===== config.mk =====
export PLATFORM = sky130hd
export DESIGN_NAME = tpb_timer
export DESIGN_NICKNAME = d
export VERILOG_FILES = /design/src/tpb_pkg.sv /design/src/tpb_timer.sv
export VERILOG_INCLUDE_DIRS = /design/src
export SDC_FILE = /design/constraint.sdc
export NUM_CORES = 1
export LEC_CHECK = 0
export BUFFER_PORTS_ARGS = -buffer_cell sky130_fd_sc_hd__buf_2
export CORE_ASPECT_RATIO = 1.5
export CORE_MARGIN = 10
export CORE_UTILIZATION = 64
export CTS_CLUSTER_DIAMETER = 120
export DETAILED_ROUTE_END_ITERATION = 10
export PLACE_DENSITY = 0.93
export SLEW_MARGIN = 20
export SYNTH_ARGS = -nofsm -noshare
export SYNTH_HDL_FRONTEND = slang
export SYNTH_SLANG_ARGS = --single-unit

===== constraint.sdc =====
create_clock -name clk -period 4.2 [get_ports clk]
set_clock_uncertainty 0.15 [all_clocks]
set_input_delay 0.21 -clock clk [delete_from_list [all_inputs] [get_ports clk]]
set_output_delay 0.21 -clock clk [all_outputs]
set_load 0.02 [all_outputs]

===== src/tpb_cfg.svh =====
// Operation
// - Count read returns counter low byte
// - Count write loads all ten bits
// - Enable bit gates counting
// - Non-stop no-reload wraps to all ones
// - Non-stop reload wraps to reload value
// - One-shot stops at zero
// - Polarity bit one means active low
// - Output enable routes waveform to pin
// - Rate field divides by two to 256
// - Disable bit high bypasses prescaler
// - Edge bit picks falling or rising edge
// - Source bit picks external or instruction
// - Reload value sets frame period
// - Duty value from high bits and duty
// - Prescaler count readable, read only
// - Buzzer field picks prescaler or timer bit
// - Buzzer enable gates buzzer output
`ifndef TPB_CFG_SVH
`define TPB_CFG_SVH

`define TPB_OFF_COUNT    8'h10
`define TPB_OFF_CTRL1    8'h11
`define TPB_OFF_CTRL2    8'h12
`define TPB_OFF_DUTY     8'h13
`define TPB_OFF_PSCNT    8'h14
`define TPB_OFF_BUZZ     8'h15
`define TPB_OFF_RLDHI    8'h17

`define TPB_C1_EN        0
`define TPB_C1_RL        1
`define TPB_C1_OS        2
`define TPB_C1_POL       6
`define TPB_C1_OEN       7

`define TPB_C2_SEL_HI    2
`define TPB_C2_PSDIS     3
`define TPB_C2_EDGE      4
`define TPB_C2_SRC       5

`define TPB_BZ_SEL_HI    3
`define TPB_BZ_EN        7

`define TPB_HI_DUTY_LO   0
`define TPB_HI_DUTY_HI   1
`define TPB_HI_RLD_LO    4
`define TPB_HI_RLD_HI    5

`define TPB_RST_CTRL2    6'h3f
`define TPB_RST_BZSEL    4'hf
`define TPB_RST_PSCNT    8'hff
`define TPB_CNT_ONES     10'h3ff
`define TPB_CNT_ZERO     10'h000

`endif


===== src/tpb_pkg.sv =====
package tpb_pkg;

  typedef enum logic [1:0] {
    TPB_ST_RUN  = 2'b01,
    TPB_ST_DONE = 2'b10
  } tpb_state_t;

endpackage


===== src/tpb_timer.sv =====
// Chosen here: the plain strobed port.
`timescale 1ns/10ps
`include "tpb_cfg.svh"

module tpb_timer #(
  parameter int AW = 8,
  parameter int CW = 10
) (
  input  wire logic          clk,
  input  wire logic          resetn,
  input  wire logic [AW-1:0] addr,
  input  wire logic [7:0]    wdata,
  input  wire logic          wr_stb,
  input  wire logic          rd_stb,
  output logic      [7:0]    rdata,
  input  wire logic          ext_clock_pin,
  input  wire logic          gpio_out,
  input  wire logic          gpio_oe,
  output logic               pwm_port_pin_o,
  output logic               pwm_port_pin_oe,
  output logic               buzzer_waveform
);

  // Divider tap: pulse when the low sel+1 bits of the
  // down-counting prescaler are zero on a source tick
  function automatic logic ps_tap(
    input logic [7:0] ps,
    input logic [2:0] sel,
    input logic       tick
  );
    logic [7:0] mask;
    mask = 8'hff >> (3'h7 - sel);
    ps_tap = tick && ((ps & mask) == 8'h00);
  endfunction

  // Register select shared by the write decode
  function automatic logic reg_hit(
    input logic [AW-1:0] a,
    input logic [7:0]    off
  );
    reg_hit = (a == AW'(off));
  endfunction

  // Register and state storage
  logic [CW-1:0]          cnt_r;
  logic [CW-1:0]          cnt_nxt;
  logic [7:0]             reload_low_r;
  logic [7:0]             reload_hi_r;
  logic [7:0]             pwm_duty_low_r;
  logic [7:0]             ps_r;
  logic [7:0]             ps_nxt;
  logic                   timer_enable_bit_r;
  logic                   reload_option_bit_r;
  logic                   one_shot_bit_r;
  logic                   pwm_polarity_bit_r;
  logic                   pwm_output_enable_bit_r;
  logic [2:0]             prescaler_rate_field_r;
  logic                   prescaler_disable_bit_r;
  logic                   ext_clock_edge_bit_r;
  logic                   clock_source_bit_r;
  logic [3:0]             buzzer_frequency_field_r;
  logic                   buzzer_enable_bit_r;
  tpb_pkg::tpb_state_t    state_r;
  tpb_pkg::tpb_state_t    state_nxt;
  logic                   ext_s1_r;
  logic                   ext_s2_r;
  logic                   ext_s3_r;
  logic                   buzz_r;
  logic                   buzz_nxt;
  logic                   tbit_prev_r;
  logic [7:0]             rdata_r;
  logic [7:0]             rdata_nxt;
  logic                   pin_o_r;
  logic                   pin_oe_r;

  // Address decode
  wire wr_count = wr_stb && reg_hit(addr, `TPB_OFF_COUNT);
  wire wr_ctrl1 = wr_stb && reg_hit(addr, `TPB_OFF_CTRL1);
  wire wr_ctrl2 = wr_stb && reg_hit(addr, `TPB_OFF_CTRL2);
  wire wr_duty  = wr_stb && reg_hit(addr, `TPB_OFF_DUTY);
  wire wr_buzz  = wr_stb && reg_hit(addr, `TPB_OFF_BUZZ);
  wire wr_rldhi = wr_stb && reg_hit(addr, `TPB_OFF_RLDHI);

  // Ten-bit reload and duty values
  wire [CW-1:0] reload_val = {
    reload_hi_r[`TPB_HI_RLD_HI:`TPB_HI_RLD_LO], reload_low_r};
  wire [CW-1:0] duty_val = {
    reload_hi_r[`TPB_HI_DUTY_HI:`TPB_HI_DUTY_LO], pwm_duty_low_r};
  wire [CW-1:0] load_val = {
    reload_hi_r[`TPB_HI_RLD_HI:`TPB_HI_RLD_LO], wdata};

  // Clock source: edge of synchronised pin or every clk
  wire ext_rise = ext_s2_r && !ext_s3_r;
  wire ext_fall = !ext_s2_r && ext_s3_r;
  wire ext_tick = ext_clock_edge_bit_r ? ext_fall : ext_rise;
  wire src_tick = clock_source_bit_r ? ext_tick : 1'b1;

  // Prescaler runs only when enabled; disabled means bypass
  wire ps_run = !prescaler_disable_bit_r && src_tick;
  wire ps_out = ps_tap(ps_r, prescaler_rate_field_r, ps_run);
  wire cnt_tick_raw = prescaler_disable_bit_r ? src_tick : ps_out;

  // Timer decrements only while enabled and not finished
  wire running = (state_r == tpb_pkg::TPB_ST_RUN);
  wire cnt_tick = timer_enable_bit_r && running && cnt_tick_raw;
  wire at_zero = (cnt_r == `TPB_CNT_ZERO);

  // Buzzer sources
  wire bz_ps_tap = ps_tap(ps_r, buzzer_frequency_field_r[2:0],
                          ps_run);
  wire bz_tbit   = cnt_r[buzzer_frequency_field_r[2:0]];
  wire bz_timer  = buzzer_frequency_field_r[`TPB_BZ_SEL_HI];
  wire bz_toggle = bz_timer ? (bz_tbit != tbit_prev_r) : bz_ps_tap;

  // PWM level
  wire pwm_active = (cnt_r < duty_val);
  wire pwm_waveform = pwm_active ^ pwm_polarity_bit_r;

  // Prescaler next value
  always_comb begin
    ps_nxt = ps_r;
    if (ps_run) begin
      ps_nxt = ps_r - 8'h01;
    end
  end

  // Counter next value and one-shot state
  always_comb begin
    cnt_nxt   = cnt_r;
    state_nxt = state_r;
    case (state_r)
      tpb_pkg::TPB_ST_RUN: begin
        if (cnt_tick) begin
          if (!at_zero) begin
            cnt_nxt = cnt_r - CW'(1);
          end else if (one_shot_bit_r) begin
            state_nxt = tpb_pkg::TPB_ST_DONE;
          end else if (reload_option_bit_r) begin
            cnt_nxt = reload_val;
          end else begin
            cnt_nxt = `TPB_CNT_ONES;
          end
        end
      end
      tpb_pkg::TPB_ST_DONE: begin
        // Parked at zero until software loads the count
        cnt_nxt = `TPB_CNT_ZERO;
      end
      default: begin
        state_nxt = tpb_pkg::TPB_ST_RUN;
      end
    endcase
    // A load in the same cycle as a tick wins
    if (wr_count) begin
      cnt_nxt   = load_val;
      state_nxt = tpb_pkg::TPB_ST_RUN;
    end
  end

  // Buzzer next value
  always_comb begin
    buzz_nxt = buzz_r;
    if (!buzzer_enable_bit_r) begin
      buzz_nxt = 1'b0;
    end else if (bz_toggle) begin
      buzz_nxt = !buzz_r;
    end
  end

  // Read data mux; duty register reads as zero
  always_comb begin
    rdata_nxt = 8'h00;
    case (addr)
      AW'(`TPB_OFF_COUNT): begin
        rdata_nxt = cnt_r[7:0];
      end
      AW'(`TPB_OFF_CTRL1): begin
        rdata_nxt[`TPB_C1_EN]  = timer_enable_bit_r;
        rdata_nxt[`TPB_C1_RL]  = reload_option_bit_r;
        rdata_nxt[`TPB_C1_OS]  = one_shot_bit_r;
        rdata_nxt[`TPB_C1_POL] = pwm_polarity_bit_r;
        rdata_nxt[`TPB_C1_OEN] = pwm_output_enable_bit_r;
      end
      AW'(`TPB_OFF_CTRL2): begin
        rdata_nxt[`TPB_C2_SEL_HI:0] = prescaler_rate_field_r;
        rdata_nxt[`TPB_C2_PSDIS]    = prescaler_disable_bit_r;
        rdata_nxt[`TPB_C2_EDGE]     = ext_clock_edge_bit_r;
        rdata_nxt[`TPB_C2_SRC]      = clock_source_bit_r;
      end
      AW'(`TPB_OFF_PSCNT): begin
        rdata_nxt = ps_r;
      end
      AW'(`TPB_OFF_BUZZ): begin
        rdata_nxt[`TPB_BZ_SEL_HI:0] = buzzer_frequency_field_r;
        rdata_nxt[`TPB_BZ_EN]       = buzzer_enable_bit_r;
      end
      AW'(`TPB_OFF_RLDHI): begin
        rdata_nxt = reload_hi_r;
      end
      default: begin
        rdata_nxt = 8'h00;
      end
    endcase
  end

  // External pin synchroniser; stage one feeds stage two only
  always_ff @(posedge clk) begin
    if (!resetn) begin
      ext_s1_r <= 1'b0;
      ext_s2_r <= 1'b0;
      ext_s3_r <= 1'b0;
    end else begin
      ext_s1_r <= ext_clock_pin;
      ext_s2_r <= ext_s1_r;
      ext_s3_r <= ext_s2_r;
    end
  end

  // Done state is only left by a count write
  always_ff @(posedge clk) begin
    if (!resetn) begin
      cnt_r   <= `TPB_CNT_ZERO;
      state_r <= tpb_pkg::TPB_ST_RUN;
    end else begin
      cnt_r   <= cnt_nxt;
      state_r <= state_nxt;
    end
  end

  // Frozen, not cleared, while bypassed, so it stays readable
  always_ff @(posedge clk) begin
    if (!resetn) begin
      ps_r <= `TPB_RST_PSCNT;
    end else begin
      ps_r <= ps_nxt;
    end
  end

  // Count write also stores the low reload byte
  always_ff @(posedge clk) begin
    if (!resetn) begin
      reload_low_r <= 8'h00;
    end else if (wr_count) begin
      reload_low_r <= wdata;
    end
  end

  always_ff @(posedge clk) begin
    if (!resetn) begin
      reload_hi_r <= 8'h00;
    end else if (wr_rldhi) begin
      reload_hi_r <= wdata;
    end
  end

  always_ff @(posedge clk) begin
    if (!resetn) begin
      pwm_duty_low_r <= 8'h00;
    end else if (wr_duty) begin
      pwm_duty_low_r <= wdata;
    end
  end

  always_ff @(posedge clk) begin
    if (!resetn) begin
      timer_enable_bit_r      <= 1'b0;
      reload_option_bit_r     <= 1'b0;
      one_shot_bit_r          <= 1'b0;
      pwm_polarity_bit_r      <= 1'b0;
      pwm_output_enable_bit_r <= 1'b0;
    end else if (wr_ctrl1) begin
      timer_enable_bit_r      <= wdata[`TPB_C1_EN];
      reload_option_bit_r     <= wdata[`TPB_C1_RL];
      one_shot_bit_r          <= wdata[`TPB_C1_OS];
      pwm_polarity_bit_r      <= wdata[`TPB_C1_POL];
      pwm_output_enable_bit_r <= wdata[`TPB_C1_OEN];
    end
  end

  // Rate changes with the prescaler running may glitch the tap
  always_ff @(posedge clk) begin
    if (!resetn) begin
      {clock_source_bit_r, ext_clock_edge_bit_r,
       prescaler_disable_bit_r, prescaler_rate_field_r}
        <= `TPB_RST_CTRL2;
    end else if (wr_ctrl2) begin
      prescaler_rate_field_r  <= wdata[`TPB_C2_SEL_HI:0];
      prescaler_disable_bit_r <= wdata[`TPB_C2_PSDIS];
      ext_clock_edge_bit_r    <= wdata[`TPB_C2_EDGE];
      clock_source_bit_r      <= wdata[`TPB_C2_SRC];
    end
  end

  always_ff @(posedge clk) begin
    if (!resetn) begin
      buzzer_frequency_field_r <= `TPB_RST_BZSEL;
      buzzer_enable_bit_r      <= 1'b0;
    end else if (wr_buzz) begin
      buzzer_frequency_field_r <= wdata[`TPB_BZ_SEL_HI:0];
      buzzer_enable_bit_r      <= wdata[`TPB_BZ_EN];
    end
  end

  // Last timer bit kept for the buzzer's change detect
  always_ff @(posedge clk) begin
    if (!resetn) begin
      buzz_r      <= 1'b0;
      tbit_prev_r <= 1'b0;
    end else begin
      buzz_r      <= buzz_nxt;
      tbit_prev_r <= bz_tbit;
    end
  end

  // Pin mux: waveform owns the pin only while enabled
  // Port settings pass one flop too, so the pin stays registered
  always_ff @(posedge clk) begin
    if (!resetn) begin
      pin_o_r  <= 1'b0;
      pin_oe_r <= 1'b0;
    end else if (pwm_output_enable_bit_r) begin
      pin_o_r  <= pwm_waveform;
      pin_oe_r <= 1'b1;
    end else begin
      pin_o_r  <= gpio_out;
      pin_oe_r <= gpio_oe;
    end
  end

  // Read data stands only in the cycle after the strobe
  always_ff @(posedge clk) begin
    if (!resetn) begin
      rdata_r <= 8'h00;
    end else if (rd_stb) begin
      rdata_r <= rdata_nxt;
    end else begin
      rdata_r <= 8'h00;
    end
  end

  assign rdata           = rdata_r;
  assign pwm_port_pin_o  = pin_o_r;
  assign pwm_port_pin_oe = pin_oe_r;
  assign buzzer_waveform = buzz_r;

endmodule


* Word-level counts from Yosys, hierarchy flattened
Cells that the tools add are included.
** Cells by class
- Add/sub/neg operators :: 4
- Order comparisons :: 2
- Equality and inequality tests :: 15
- Shift-type cells :: 2
- Mux-type cells :: 23
- Bitwise operators :: 5
- Reductions and logical operators :: 26
** Operators by type and width (number)
- equality test 8 x 5 -> 1 bit (second input constant) :: 7
- 2-to-1 mux 10 bit :: 5
- one-hot mux 10 bit (2 select lines) :: 1
- one-hot mux 3 bit (6 select lines) :: 1
- bitwise AND 8 bit :: 2
- zero test 8 bit :: 2
- >> shifter 8 x 3 -> 8 bit (first input constant) :: 2
- logical AND 1 bit :: 13
- zero test 10 bit :: 1
- less-than comparator 10 bit :: 1
- one-hot mux 1 bit (5 select lines) :: 2
- subtractor 10 x 1 -> 10 bit (second input constant) :: 1
- one-hot mux 2 bit (4 select lines) :: 1
- subtractor 8 x 1 -> 8 bit (second input constant) :: 1
- 2-to-1 mux 1 bit :: 7
- 2-to-1 mux 2 bit :: 3
- subtractor 3 bit (first input constant) :: 2
- less-than comparator 3 x 5 -> 1 bit (second input constant) :: 1
- zero test 1 bit :: 4
- != test 2 x 1 -> 1 bit (second input constant) :: 2
- != test 4 bit (second input constant) :: 1
- one-hot mux 1 bit (4 select lines) :: 1
- one-hot mux 2 bit (2 select lines) :: 1
- AND reduction 2 bit :: 2
- other kinds (12) :: 13
** Word-level totals
- Register bits after elaboration :: 75
- Bits of input ports :: 23
- Word-level logic and storage cells :: 102

* Longest topological paths before layout
Gate-level depths: netlist of the first run.
- Word-level depth :: 11
- Depth in mapped cells :: 10
- Depth with buffers taken out :: 8

* Worst setup path before layout of the first run
Ideal clock, no wire load.
- Path type :: reg2reg
- From :: register cnt_r[0]
- To :: register cnt_r[8]
- Setup time :: 78 ps
- Data arrival time :: 1675 ps
- Data required time :: 3972 ps
- Setup slack :: 2297 ps
- Stages on the path, launching flop included :: 11
- Buffers on the path :: 2
- Cell sequence :: dfxtp_1 -> buf_2 -> inv_1 -> ha_1 -> nor2b_1 -> nand4_1 -> nand4_1 -> o21ai_2 -> buf_6 -> nor2_1 -> nor3_1
** Between the ends
- Longest elaborated chain between the ends :: 5
- Elaborated cells on any way between the ends :: 8
** Ends and longest elaborated chain
- start, declared :: RTL line tpb_timer.sv:45 : logic [CW-1:0] cnt_r;
- start signal, assigned :: RTL line tpb_timer.sv:222 : cnt_r <= `TPB_CNT_ZERO;
- start signal, assigned :: RTL line tpb_timer.sv:225 : cnt_r <= cnt_nxt;
- subtractor 10 x 1 -> 10 bit or zero test 10 bit (tied branches)
- 2-to-1 mux 10 bit :: RTL line tpb_timer.sv:134 : if (!at_zero) begin
- 2-to-1 mux 10 bit :: RTL line tpb_timer.sv:133 : if (cnt_tick) begin
- one-hot mux 10 bit (2 select lines) :: RTL line tpb_timer.sv:131 : case (state_r)
- 2-to-1 mux 10 bit :: RTL line tpb_timer.sv:154 : if (wr_count) begin
Several ways; a longest one is shown, not always the timed one. The select of a mux whose other input is x is not followed.
A chain may end at the register's enable or synchronous reset.

* Worst setup path after layout of the first run
- From :: register cnt_r[0]
- To :: register cnt_r[5]
Same word-level chain as after synthesis.

==> impl_metrics.yaml, run 1 <==
critical_path:
  path_max_fanout: 19
  crit_family: "compound AO/OA/AOI/OAI gates"
  cp_data_arrival_time_ns: 2.57
  crit_type: "reg -> reg"
  max_stage_delay_ns: 0.56
  cp.buffers_inverters: 1
  reg2reg_from: "cnt_r[0]$_SDFFE_PN0P_"
  required_ns: 4.34
  crit_chain: "inv_1, ha_1, nor2b_1, nand4_1, nand4_1, o21ai_2, o21ai_0, a31oi_1"
  cpMostUsedCell: "nand4_1"
  cp-start-kind: "register"
  slowest_stage: "o21ai_2"
  crit_path_end_kind: "register"
  crit_path_start: "cnt_r[0]$_SDFFE_PN0P_"
finish:
  n_fill_cell: 442
  drive_above_1_share: 0.148
  seq_area_um2: 1500
  area_growth_pct: 10.6
  multi_input_area_um2: 2260
  antenna_cells: 0
  num-nets-final: 498
  final_cell_mix: "dfxtp_1 (75), nand2_1 (51), mux2i_1 (38)"
  mostFrequentLayoutCell: "dfxtp_1"
  final_cells: 541
sta:
  period_share: 0.578
  tightest_slew_ns: 0.678
  final-setup-viol-count: 0
  fmaxAchievable_mhz: 412
  min_period_ns: 2.43
  rsz0062_at_grt: "no"
  slew_headroom: 0.548
  hold_violations: 0
  tns_ns: 0
  drv_slew: 0
run:
  maxCapViolations: 0
hold_path:
  hp-start: "wdata[5]"
  min_path_type: "in -> reg"
clocking:
  cts_buffers: 9
  cts_setup_buffers: 0
  cts_tree: "done"
  root_buffer: "clkbuf_8"
  clk_latency_ns: 0.36
  ctsResizeCount: 0
  path_clk_slew_ns: 0.08
  cts_hold_buf: 3
  cts.sinks: 75
  h-tree-depth: 3
  cts_max_path_buffers: 2
power:
  powerDensity_nw_per_um2: 331
  p_sw_frac: 0.219
  total_power_mw: 1.44
  pwr-share-clk: 0.449
  power_leakage_nw: 1.65
  combPwrFrac: 0.055
  seqPwrFrac: 0.496
  p_int_mw: 1.13
  p_sw_mw: 0.316
  vdd_drop_max_mv: 0.241
yosys:
  synth_edf_count: 0
  async_reset_ff_frac: 0
  synth_top_area_share: 0.381
  synthesis.area_um2: 3940
  yosys-top-cells-area: "dfxtp_1 (38%), mux2i_1 (9.7%), nand2_1 (4.9%), nor2b_1 (4.1%), ha_1 (3.8%)"
  synth-seq-cells: 75
  synth_area_per_cell_um2: 8.98
  syn_inst: 439
  synth.distinct_cells: 61
  ys_seq_area_frac: 0.381
  synth_nets: 474
  synth_top_area_cell: "dfxtp_1"
  synth_top_flop_cell: "dfxtp_1"
  synth_warnings: 0
grt:
  grt_overflow_total: 0
  track_usage: 0.215
  antenna_found_initial: 0
  grt_first_pass_wirelength_mm: 17.0
  grt_pass1_vias: 3469
  grt_max_degree: 69
status:
  status: "complete, no violations"
floorplan:
  die_y_um: 116
  initial_utilization: 0.647
  die_x_um: 84.1
  fp-row-count: 35
  io_pins: 34
  dieArea_um2: 9760
  coreArea_um2: 6090
drt:
  drt-total-wl_mm: 10.7
  final_antenna_net_count: 0
  dr.pass1.iters: 5
  viasPerCell: 6.47
  wire_per_inst_um: 19.7
  drc: 0
  vias: 3498
  drt_iter0_markers: 430
place:
  dpl.hpwl_mm: 7.18
  portBuffers: 33
  place_inst: 523
  gp_congestion: 0.940
[area by class of cell]
class	instances	area share
Multi-Input combinational cell	322	0.518
Sequential cell	75	0.344
Timing Repair Buffer	38	0.0482
Clock buffer	12	0.0379
Tap cell	74	0.0212
Clock inverter	3	0.0158
Inverter	17	0.0146
[power groups by stage]
stage          Sequential (mW)  Combinational, mW  Clock [mW]
2_1_floorplan            0.733             0.0450           0
3_3_place_gp             0.732             0.0724           0
3_5_place_dp             0.732             0.0739           0
4_1_cts                  0.715             0.0771       0.649
5_1_grt                  0.715             0.0842       0.678
6_report                 0.715             0.0793       0.648
[state kept, by name, indices dropped and copies added, names as in the netlist, 2 cells and up]
signal,cells
buzzer_frequency_field_r,4
cnt_r,10
prescaler_rate_field_r,3
ps_r,8
pwm_duty_low_r,8
rdata,8
reload_hi_r,8
reload_low_r,8
state_r,2
[worst min-delay path, delay by kind of cell]
kind | cells | cell delay [ns]
buffers and inverters | 1 | 0.15
multiplexers | 1 | 0.09
AND/OR/NAND/NOR | 1 | 0.06
[per-layer routing]
layer / vias up / routed length [µm] / track usage
li1: 1623 / - / -
met1: 1663 / 3990 / 0.227
met2: 164 / 5460 / 0.387
met3: 48 / 696 / 0.0426
met4: 0 / 539 / 0.129
met5: - / 0 / 0
[synthesized netlist by cell type, types with 8 or more instances]
library cell and count:
dfxtp_1 75, nand2_1 51, mux2i_1 38, nor2b_1 26, nor2_1 24, o21ai_0 23
inv_1 17, clkbuf_1 15, ha_1 12, a31oi_1 11, a21boi_0 9, a21oi_1 9
nand3_1 9, nor3_1 9, a211oi_1 8
[final timing paths]
kind / to / slack (ns) / cells after the start
max reg2reg: cnt_r[5]$_SDFFE_PN0P_ / 1.77 / 8
min reg2reg: ext_s2_r$_SDFF_PN0_ / 0.29 / 1
min: clock_source_bit_r$_SDFFE_PN1P_ / 0.02 / 3
max: cnt_r[5]$_SDFFE_PN0P_ / 1.77 / 8
[metrics by stage]
stage | utilization | hold WS (ns) | worst slack (ns) | instance area (µm²)
global placement | 0.673 | 0.258 | 1.99 | 4100
finish | 0.716 | 0.0201 | 1.77 | 4360
global route | 0.716 | 0.0250 | 1.59 | 4360
CTS | 0.716 | 0.00928 | 1.82 | 4360
floorplan | - | 0.170 | 2.30 | 3940
detailed placement | 0.673 | 0.271 | 1.87 | 4100
[logic make-up after synthesis]
| logic type | Yosys count | share of synthesized area |
|---|---|---|
| AO/OA/AOI/OAI | 98 | 0.170 |
| buffers and inverters | 42 | 0.0460 |
| flip-flops | 75 | 0.381 |
| adder cells (fa/ha/maj) | 12 | 0.0381 |
| multiplexers | 45 | 0.132 |
| XOR/XNOR | 10 | 0.0222 |
| AND/OR/NAND/NOR | 157 | 0.211 |
(Power assumes the default switching activity.)
==> run 2: changes to the inputs <==
--- a/config.mk
+++ b/config.mk
@@ -6,13 +6,14 @@
 export SDC_FILE = /design/constraint.sdc
 export NUM_CORES = 1
 export LEC_CHECK = 0
+export ABC_AREA = 1
 export BUFFER_PORTS_ARGS = -buffer_cell sky130_fd_sc_hd__buf_2
 export CORE_ASPECT_RATIO = 1.5
 export CORE_MARGIN = 10
-export CORE_UTILIZATION = 64
+export CORE_UTILIZATION = 54
 export CTS_CLUSTER_DIAMETER = 120
 export DETAILED_ROUTE_END_ITERATION = 10
-export PLACE_DENSITY = 0.93
+export PLACE_DENSITY = 0.84
 export SLEW_MARGIN = 20
 export SYNTH_ARGS = -nofsm -noshare
 export SYNTH_HDL_FRONTEND = slang
==> constraint.sdc (replaced) <==
create_clock -name clk -period 2.2 [get_ports clk]
set_clock_uncertainty 0.15 [all_clocks]
set_input_delay 0.11 -clock clk [delete_from_list [all_inputs] [get_ports clk]]
set_output_delay 0.11 -clock clk [all_outputs]
set_load 0.02 [all_outputs]
==> run 2 against run 1 <==
Effect of this change:
- sequential power rose by 92%
- first-iteration DRC count up 20%
- critical path type is now in -> reg
- non-clock buffer count up 17
- global-route usage increased by 0.86 points
- utilization decreased by 7.7 points
==> impl_metrics.yaml, run 2 <==
status:
  status: "complete, no violations"
drt:
  final_antenna_net_count: 0
  viasPerCell: 5.76
  wire_per_inst_um: 17.2
  drt-total-wl_mm: 13.2
  drc: 0
  vias: 4446
  dr.pass1.iters: 5
  drt_iter0_markers: 517
critical_path:
  crit_family: "buffers and inverters"
  crit_path_start: "addr[6]"
  path_max_fanout: 3
  reg2reg_from: "cnt_r[1]$_SDFFE_PN0P_"
  crit_type: "in -> reg"
  cpMostUsedCell: "dlygate4sd3_1"
  crit_path_end_kind: "register"
  crit_chain: "dlygate4sd3_1, buf_2, nor2_1, nand2_1, nor3_2, inv_1, nor2_2, o21ai_0, a31oi_1, dlygate4sd3_1"
  cp.buffers_inverters: 4
  cp-start-kind: "primary input"
  required_ns: 2.33
  slowest_stage: "dlygate4sd3_1"
  max_stage_delay_ns: 0.56
  cp_data_arrival_time_ns: 2.26
clocking:
  cts_tree: "done"
  cts_max_path_buffers: 2
  h-tree-depth: 3
  root_buffer: "clkbuf_16"
  cts_buffers: 9
  cts.sinks: 75
  clk_latency_ns: 0.34
  path_clk_slew_ns: 0.05
grt:
  grt_overflow_total: 0
  antenna_found_initial: 0
  grt_pass1_vias: 4253
  track_usage: 0.224
  grt_first_pass_wirelength_mm: 21.0
  grt_max_degree: 27
power:
  p_sw_mw: 0.665
  vdd_drop_max_mv: 0.668
  power_leakage_nw: 2.29
  p_int_mw: 2.17
  combPwrFrac: 0.060
  p_sw_frac: 0.235
  powerDensity_nw_per_um2: 586
  pwr-share-clk: 0.456
  seqPwrFrac: 0.483
yosys:
  synth_top_area_cell: "dfxtp_1"
  synth.distinct_cells: 36
  synth_area_per_cell_um2: 6.79
  yosys-top-cells-area: "dfxtp_1 (36%), nand2_1 (11%), nor2_1 (8.3%), inv_1 (7.7%), a21oi_1 (6.3%)"
  ys_seq_area_frac: 0.361
  synth_most_common_cell: "nand2_1"
  synth_top_area_share: 0.361
  synth_top_flop_cell: "dfxtp_1"
  synth_warnings: 0
  syn_inst: 613
  synthesis.area_um2: 4160
  synth_edf_count: 0
  synth-seq-cells: 75
  async_reset_ff_frac: 0
  synth_nets: 648
  ys_top_cells_by_count: "nand2_1 (120), nor2_1 (92), inv_1 (85), dfxtp_1 (75), a21oi_1 (52)"
finish:
  final_cell_area_um2: 4830
  largest_reg_flops: 10
  area_growth_pct: 16.1
  drive_above_1_share: 0.134
  n_fill_cell: 668
  seq_area_um2: 1500
  num-nets-final: 702
  mostFrequentLayoutCell: "nand2_1"
  largest_register: "cnt_r"
  final_cell_mix: "nand2_1 (120), nor2_1 (91), inv_1 (85)"
  multi_input_area_um2: 2240
  antenna_cells: 0
sta:
  fin_worst_hold_slack_ns: 0.0145
  hold_violations: 0
  tns_ns: 0
  slew_headroom: 0.641
  tightest_slew_ns: 0.537
  final-setup-viol-count: 0
  fmaxAchievable_mhz: 470
  period_share: 0.968
  setup_ws_ns: 0.0711
  drv_slew: 0
  min_period_ns: 2.13
place:
  dpl_cell_area_um2: 4400
  pre_cts_ws_ns: 0.216
  gp_congestion: 0.956
  portBuffers: 33
  dpl.hpwl_mm: 9.63
floorplan:
  fp-row-count: 39
  coreArea_um2: 7560
  die_y_um: 128
  die_x_um: 91.7
  dieArea_um2: 11700
  initial_utilization: 0.551
  io_pins: 34
hold_path:
  hp-start: "rd_stb"
  min_path_type: "in -> reg"
run:
  maxCapViolations: 0
==> run 2: cell types whose count changed after synthesis, moves of 14 or more <==
cell | before | now
a21oi_1 | 9 | 52
nand2_1 | 51 | 120
o21ai_0 | 23 | 46
nor2_1 | 24 | 92
mux2i_1 | 38 | 0
nor2b_1 | 26 | 0
inv_1 | 17 | 85
nand3_1 | 9 | 38
o22ai_1 | 1 | 15
==> run 2: repair_timing <==
item                                    in CTS  in global routing
gates resized for setup                      0                  2
endpoints found under the setup margin       0                  2
hold buffers                                15                  0
hold endpoints to repair                    21                  0
setup buffers                                0                  2
==> run 2: power by group through the flow <==
stage / Sequential [mW] / Clock, mW / Combinational, mW
after floorplan: 1.40 / 0 / 0.0807
after global placement: 1.40 / 0 / 0.141
after detailed placement: 1.40 / 0 / 0.144
after CTS: 1.37 / 1.30 / 0.164
after global routing: 1.37 / 1.34 / 0.184
final: 1.37 / 1.29 / 0.171
==> run 2: cells by family (layout without fill, tap and decap cells) <==
logic type	count (synthesis)	in the layout	synth area share
simple gates	288	288	0.315
compound gates	135	135	0.182
buf+inv	102	159	0.104
flops	75	75	0.361
fa+ha+maj	12	12	0.0361
xor+xnor	1	1	0.00210
==> run 2: path summary, 6_finish.rpt <==
path                            depth (start not counted)                               to  slack [ns]
worst min register to register                          2              ext_s2_r$_SDFF_PN0_        0.27
worst max register to register                         11            cnt_r[9]$_SDFFE_PN0P_        0.19
worst min-delay path                                    3              rdata[0]$_SDFF_PN0_        0.01
worst max-delay path                                   10  pwm_polarity_bit_r$_SDFFE_PN0P_        0.07
==> run 2: cell type report <==
type,count,area share
multi-input combinational,436,0.462
sequential,75,0.311
tap,102,0.0264
inverter,90,0.0704
clock buffer,10,0.0474
clock inverter,4,0.00414
timing repair buffer,55,0.0787
==> run 2: per-layer routing <==
metal / up-vias / share of wire / global-route usage
li1: 2104 / - / -
met5: - / 0 / 0
met1: 2088 / 0.36 / 0.230
met3: 65 / 0.055 / 0.0457
met4: 0 / 0.062 / 0.145
met2: 189 / 0.52 / 0.402
==> run 2: through the flow <==
| stage | power, mW | cells | util |
|---|---|---|---|
| 2_1_floorplan | 1.48 | 613 | - |
| 3_3_place_gp | 1.54 | 741 | 0.582 |
| 3_5_place_dp | 1.54 | 741 | 0.582 |
| 4_1_cts | 2.83 | 770 | 0.635 |
| 5_1_grt | 2.89 | 772 | 0.639 |
| 6_report | 2.83 | 772 | 0.639 |
==> run 2: worst min-delay path: stages <==
cell     delay [ns]
buf_2          0.07
nand2_1        0.15
nor2_1         0.13
==> run 3: changes to the inputs <==
==> constraint.sdc (replaced) <==
create_clock -name clk -period 1.8 [get_ports clk]
set_clock_uncertainty 0.15 [all_clocks]
set_input_delay 0.09 -clock clk [delete_from_list [all_inputs] [get_ports clk]]
set_output_delay 0.09 -clock clk [all_outputs]
set_load 0.02 [all_outputs]
==> run 3 against run 2 <==
Effect of this change:
- non-clock buffer count grew 24
- via count grew 2.6%
- worst setup slack lost 0.023 ns
- total power grew 31%
- clock power grew 40%
- combinational power grew 29%
- wire length grew 4.0%
- critical path depth is the same
- clock-buffer cell count grew 3
- cell area grew 8.0%
==> impl_metrics.yaml, run 3 (synthesis results as in run 2) <==
status:
  status: "complete, no violations"
drt:
  vias: 4562
  dr.pass1.iters: 5
  wire_per_inst_um: 17.2
  viasPerCell: 5.72
  final_antenna_net_count: 0
  met2_length_mm: 7.13
  drc: 0
  met1Wirelength_mm: 4.81
  drt-total-wl_mm: 13.8
  met3_wirelength_um: 912
  highest_layer: "met4"
  drt_iter0_markers: 642
floorplan:
  io_pins: 34
  fp-row-count: 39
  dieArea_um2: 11700
  die_y_um: 128
  die_x_um: 91.7
  initial_utilization: 0.551
  coreArea_um2: 7560
clocking:
  root_buffer: "clkbuf_16"
  cts.sinks: 75
  cts_max_path_buffers: 2
  clk_latency_ns: 0.34
  cts_buffers: 9
  h-tree-depth: 3
  path_clk_slew_ns: 0.06
  cts_tree: "done"
hold_path:
  min_path_type: "in -> reg"
  hold_depth: 3
  hp-start: "rd_stb"
power:
  powerDensity_nw_per_um2: 709
  vdd_drop_max_mv: 0.674
  power_leakage_nw: 2.46
  total_power_mw: 3.70
grt:
  grt_max_degree: 25
  grt_first_pass_wirelength_mm: 21.5
  track_usage: 0.228
  grt_pass1_vias: 4442
  antenna_found_initial: 1
  grt_overflow_total: 0
sta:
  rsz0062_at_grt: "yes"
  tightest_slew_ns: 0.384
  slew_headroom: 0.743
  fmaxAchievable_mhz: 571
  setup_ws_ns: 0.0482
  final-setup-viol-count: 0
  hold_violations: 0
  min_period_ns: 1.75
  drv_slew: 0
  fin_worst_hold_slack_ns: 0.0157
  period_share: 0.973
finish:
  largest_reg_flops: 10
  multi_input_area_um2: 2360
  num-nets-final: 726
  final_cell_mix: "nand2_1 (115), inv_1 (80), nor2_1 (80)"
  largest_register: "cnt_r"
  seq_area_um2: 1520
  n_fill_cell: 592
  drive_above_1_share: 0.222
  area_growth_pct: 25.4
  mostFrequentLayoutCell: "nand2_1"
critical_path:
  crit_path_end_kind: "register"
  cp-start-kind: "register"
  slowest_stage: "dfxtp_4"
  path_max_fanout: 6
  crit_path_start: "cnt_r[5]$_SDFFE_PN0P_"
  required_ns: 1.88
  crit_type: "reg -> reg"
  crit_chain: "nor2_4, nand2_4, nor2_4, nand2_4, nor2_4, nand2_1, a21oi_1, nand3_1, nand2_1, nor2_1"
  crit_family: "simple AND/OR/NAND/NOR gates"
  cp.buffers_inverters: 0
  reg2reg_depth: 10
  path_depth: 10
  cp_data_arrival_time_ns: 1.83
  reg2reg_from: "cnt_r[5]$_SDFFE_PN0P_"
  max_stage_delay_ns: 0.38
  cpMostUsedCell: "nor2_4"
run:
  maxCapViolations: 0
place:
  pre_cts_ws_ns: -0.0777
  gp_congestion: 0.995
  dpl.hpwl_mm: 9.88
  portBuffers: 33
-- run 3: changes by cell type in the layout (fill, tap and decap cells not counted), moves of 5 or more --
cell     before  now
inv_2         3    8
dfxtp_2       0    8
dfxtp_1      75   65
nor2_1       91   80
nor2_2        7   15
nand2_1     120  115
buf_4         6   30
inv_1        85   80
-- run 3: stage by stage --
| stage | cell area [µm²] | setup TNS, ns | utilization | std cells |
|---|---|---|---|---|
| after floorplan | 4160 | 0 | - | 613 |
| after global placement | 4590 | 0 | 0.606 | 764 |
| after detailed placement | 4590 | -0.303 | 0.606 | 764 |
| after CTS | 5060 | 0 | 0.669 | 794 |
| after global routing | 5220 | -0.207 | 0.690 | 798 |
| final | 5220 | 0 | 0.690 | 798 |
-- run 3: power by group --
group / internal [mW] / leakage [nW] / switching [mW]
Combinational: 0.0809 / 1.71 / 0.139
Clock: 1.14 / 0.146 / 0.674
Sequential: 1.67 / 0.611 / 0.00431
-- run 3: worst paths after layout --
path	endpoint	slack, ns
max	cnt_r[2]$_SDFFE_PN0P_	0.05
max reg2reg	cnt_r[2]$_SDFFE_PN0P_	0.05
min	rdata[3]$_SDFF_PN0_	0.02
min reg2reg	ext_s2_r$_SDFF_PN0_	0.27
-- run 3: timing repair --
item                                    CTS  global route
hold endpoints to repair                 28             0
resized for setup                         9            49
setup buffers                             0             4
hold buffers                             15             0
endpoints found under the setup margin    7            17
pin swaps                                 3            13
-- run 3: per-layer routing --
metal,vias up,global-route usage
met3,74,0.0445
li1,2157,-
met5,-,0
met4,0,0.152
met2,248,0.407
met1,2083,0.234
-- run 3: worst register-to-register path: stages, from the launching register on --
cell and delay [ns]:
dfxtp_4 0.38, nor2_4 0.17, nand2_4 0.11, nor2_4 0.12
nand2_4 0.08, nor2_4 0.17, nand2_1 0.09, a21oi_1 0.17
nand3_1 0.08, nand2_1 0.07, nor2_1 0.04
-- run 3: layout make-up --
type,count,share of cell area
diodes,1,0.000479
clock inverters,2,0.00671
repair buffers,79,0.109
well taps,102,0.0244
multi-input cells,436,0.453
clock buffers,13,0.0498
flip-flops and latches,75,0.291
inverters,90,0.0656
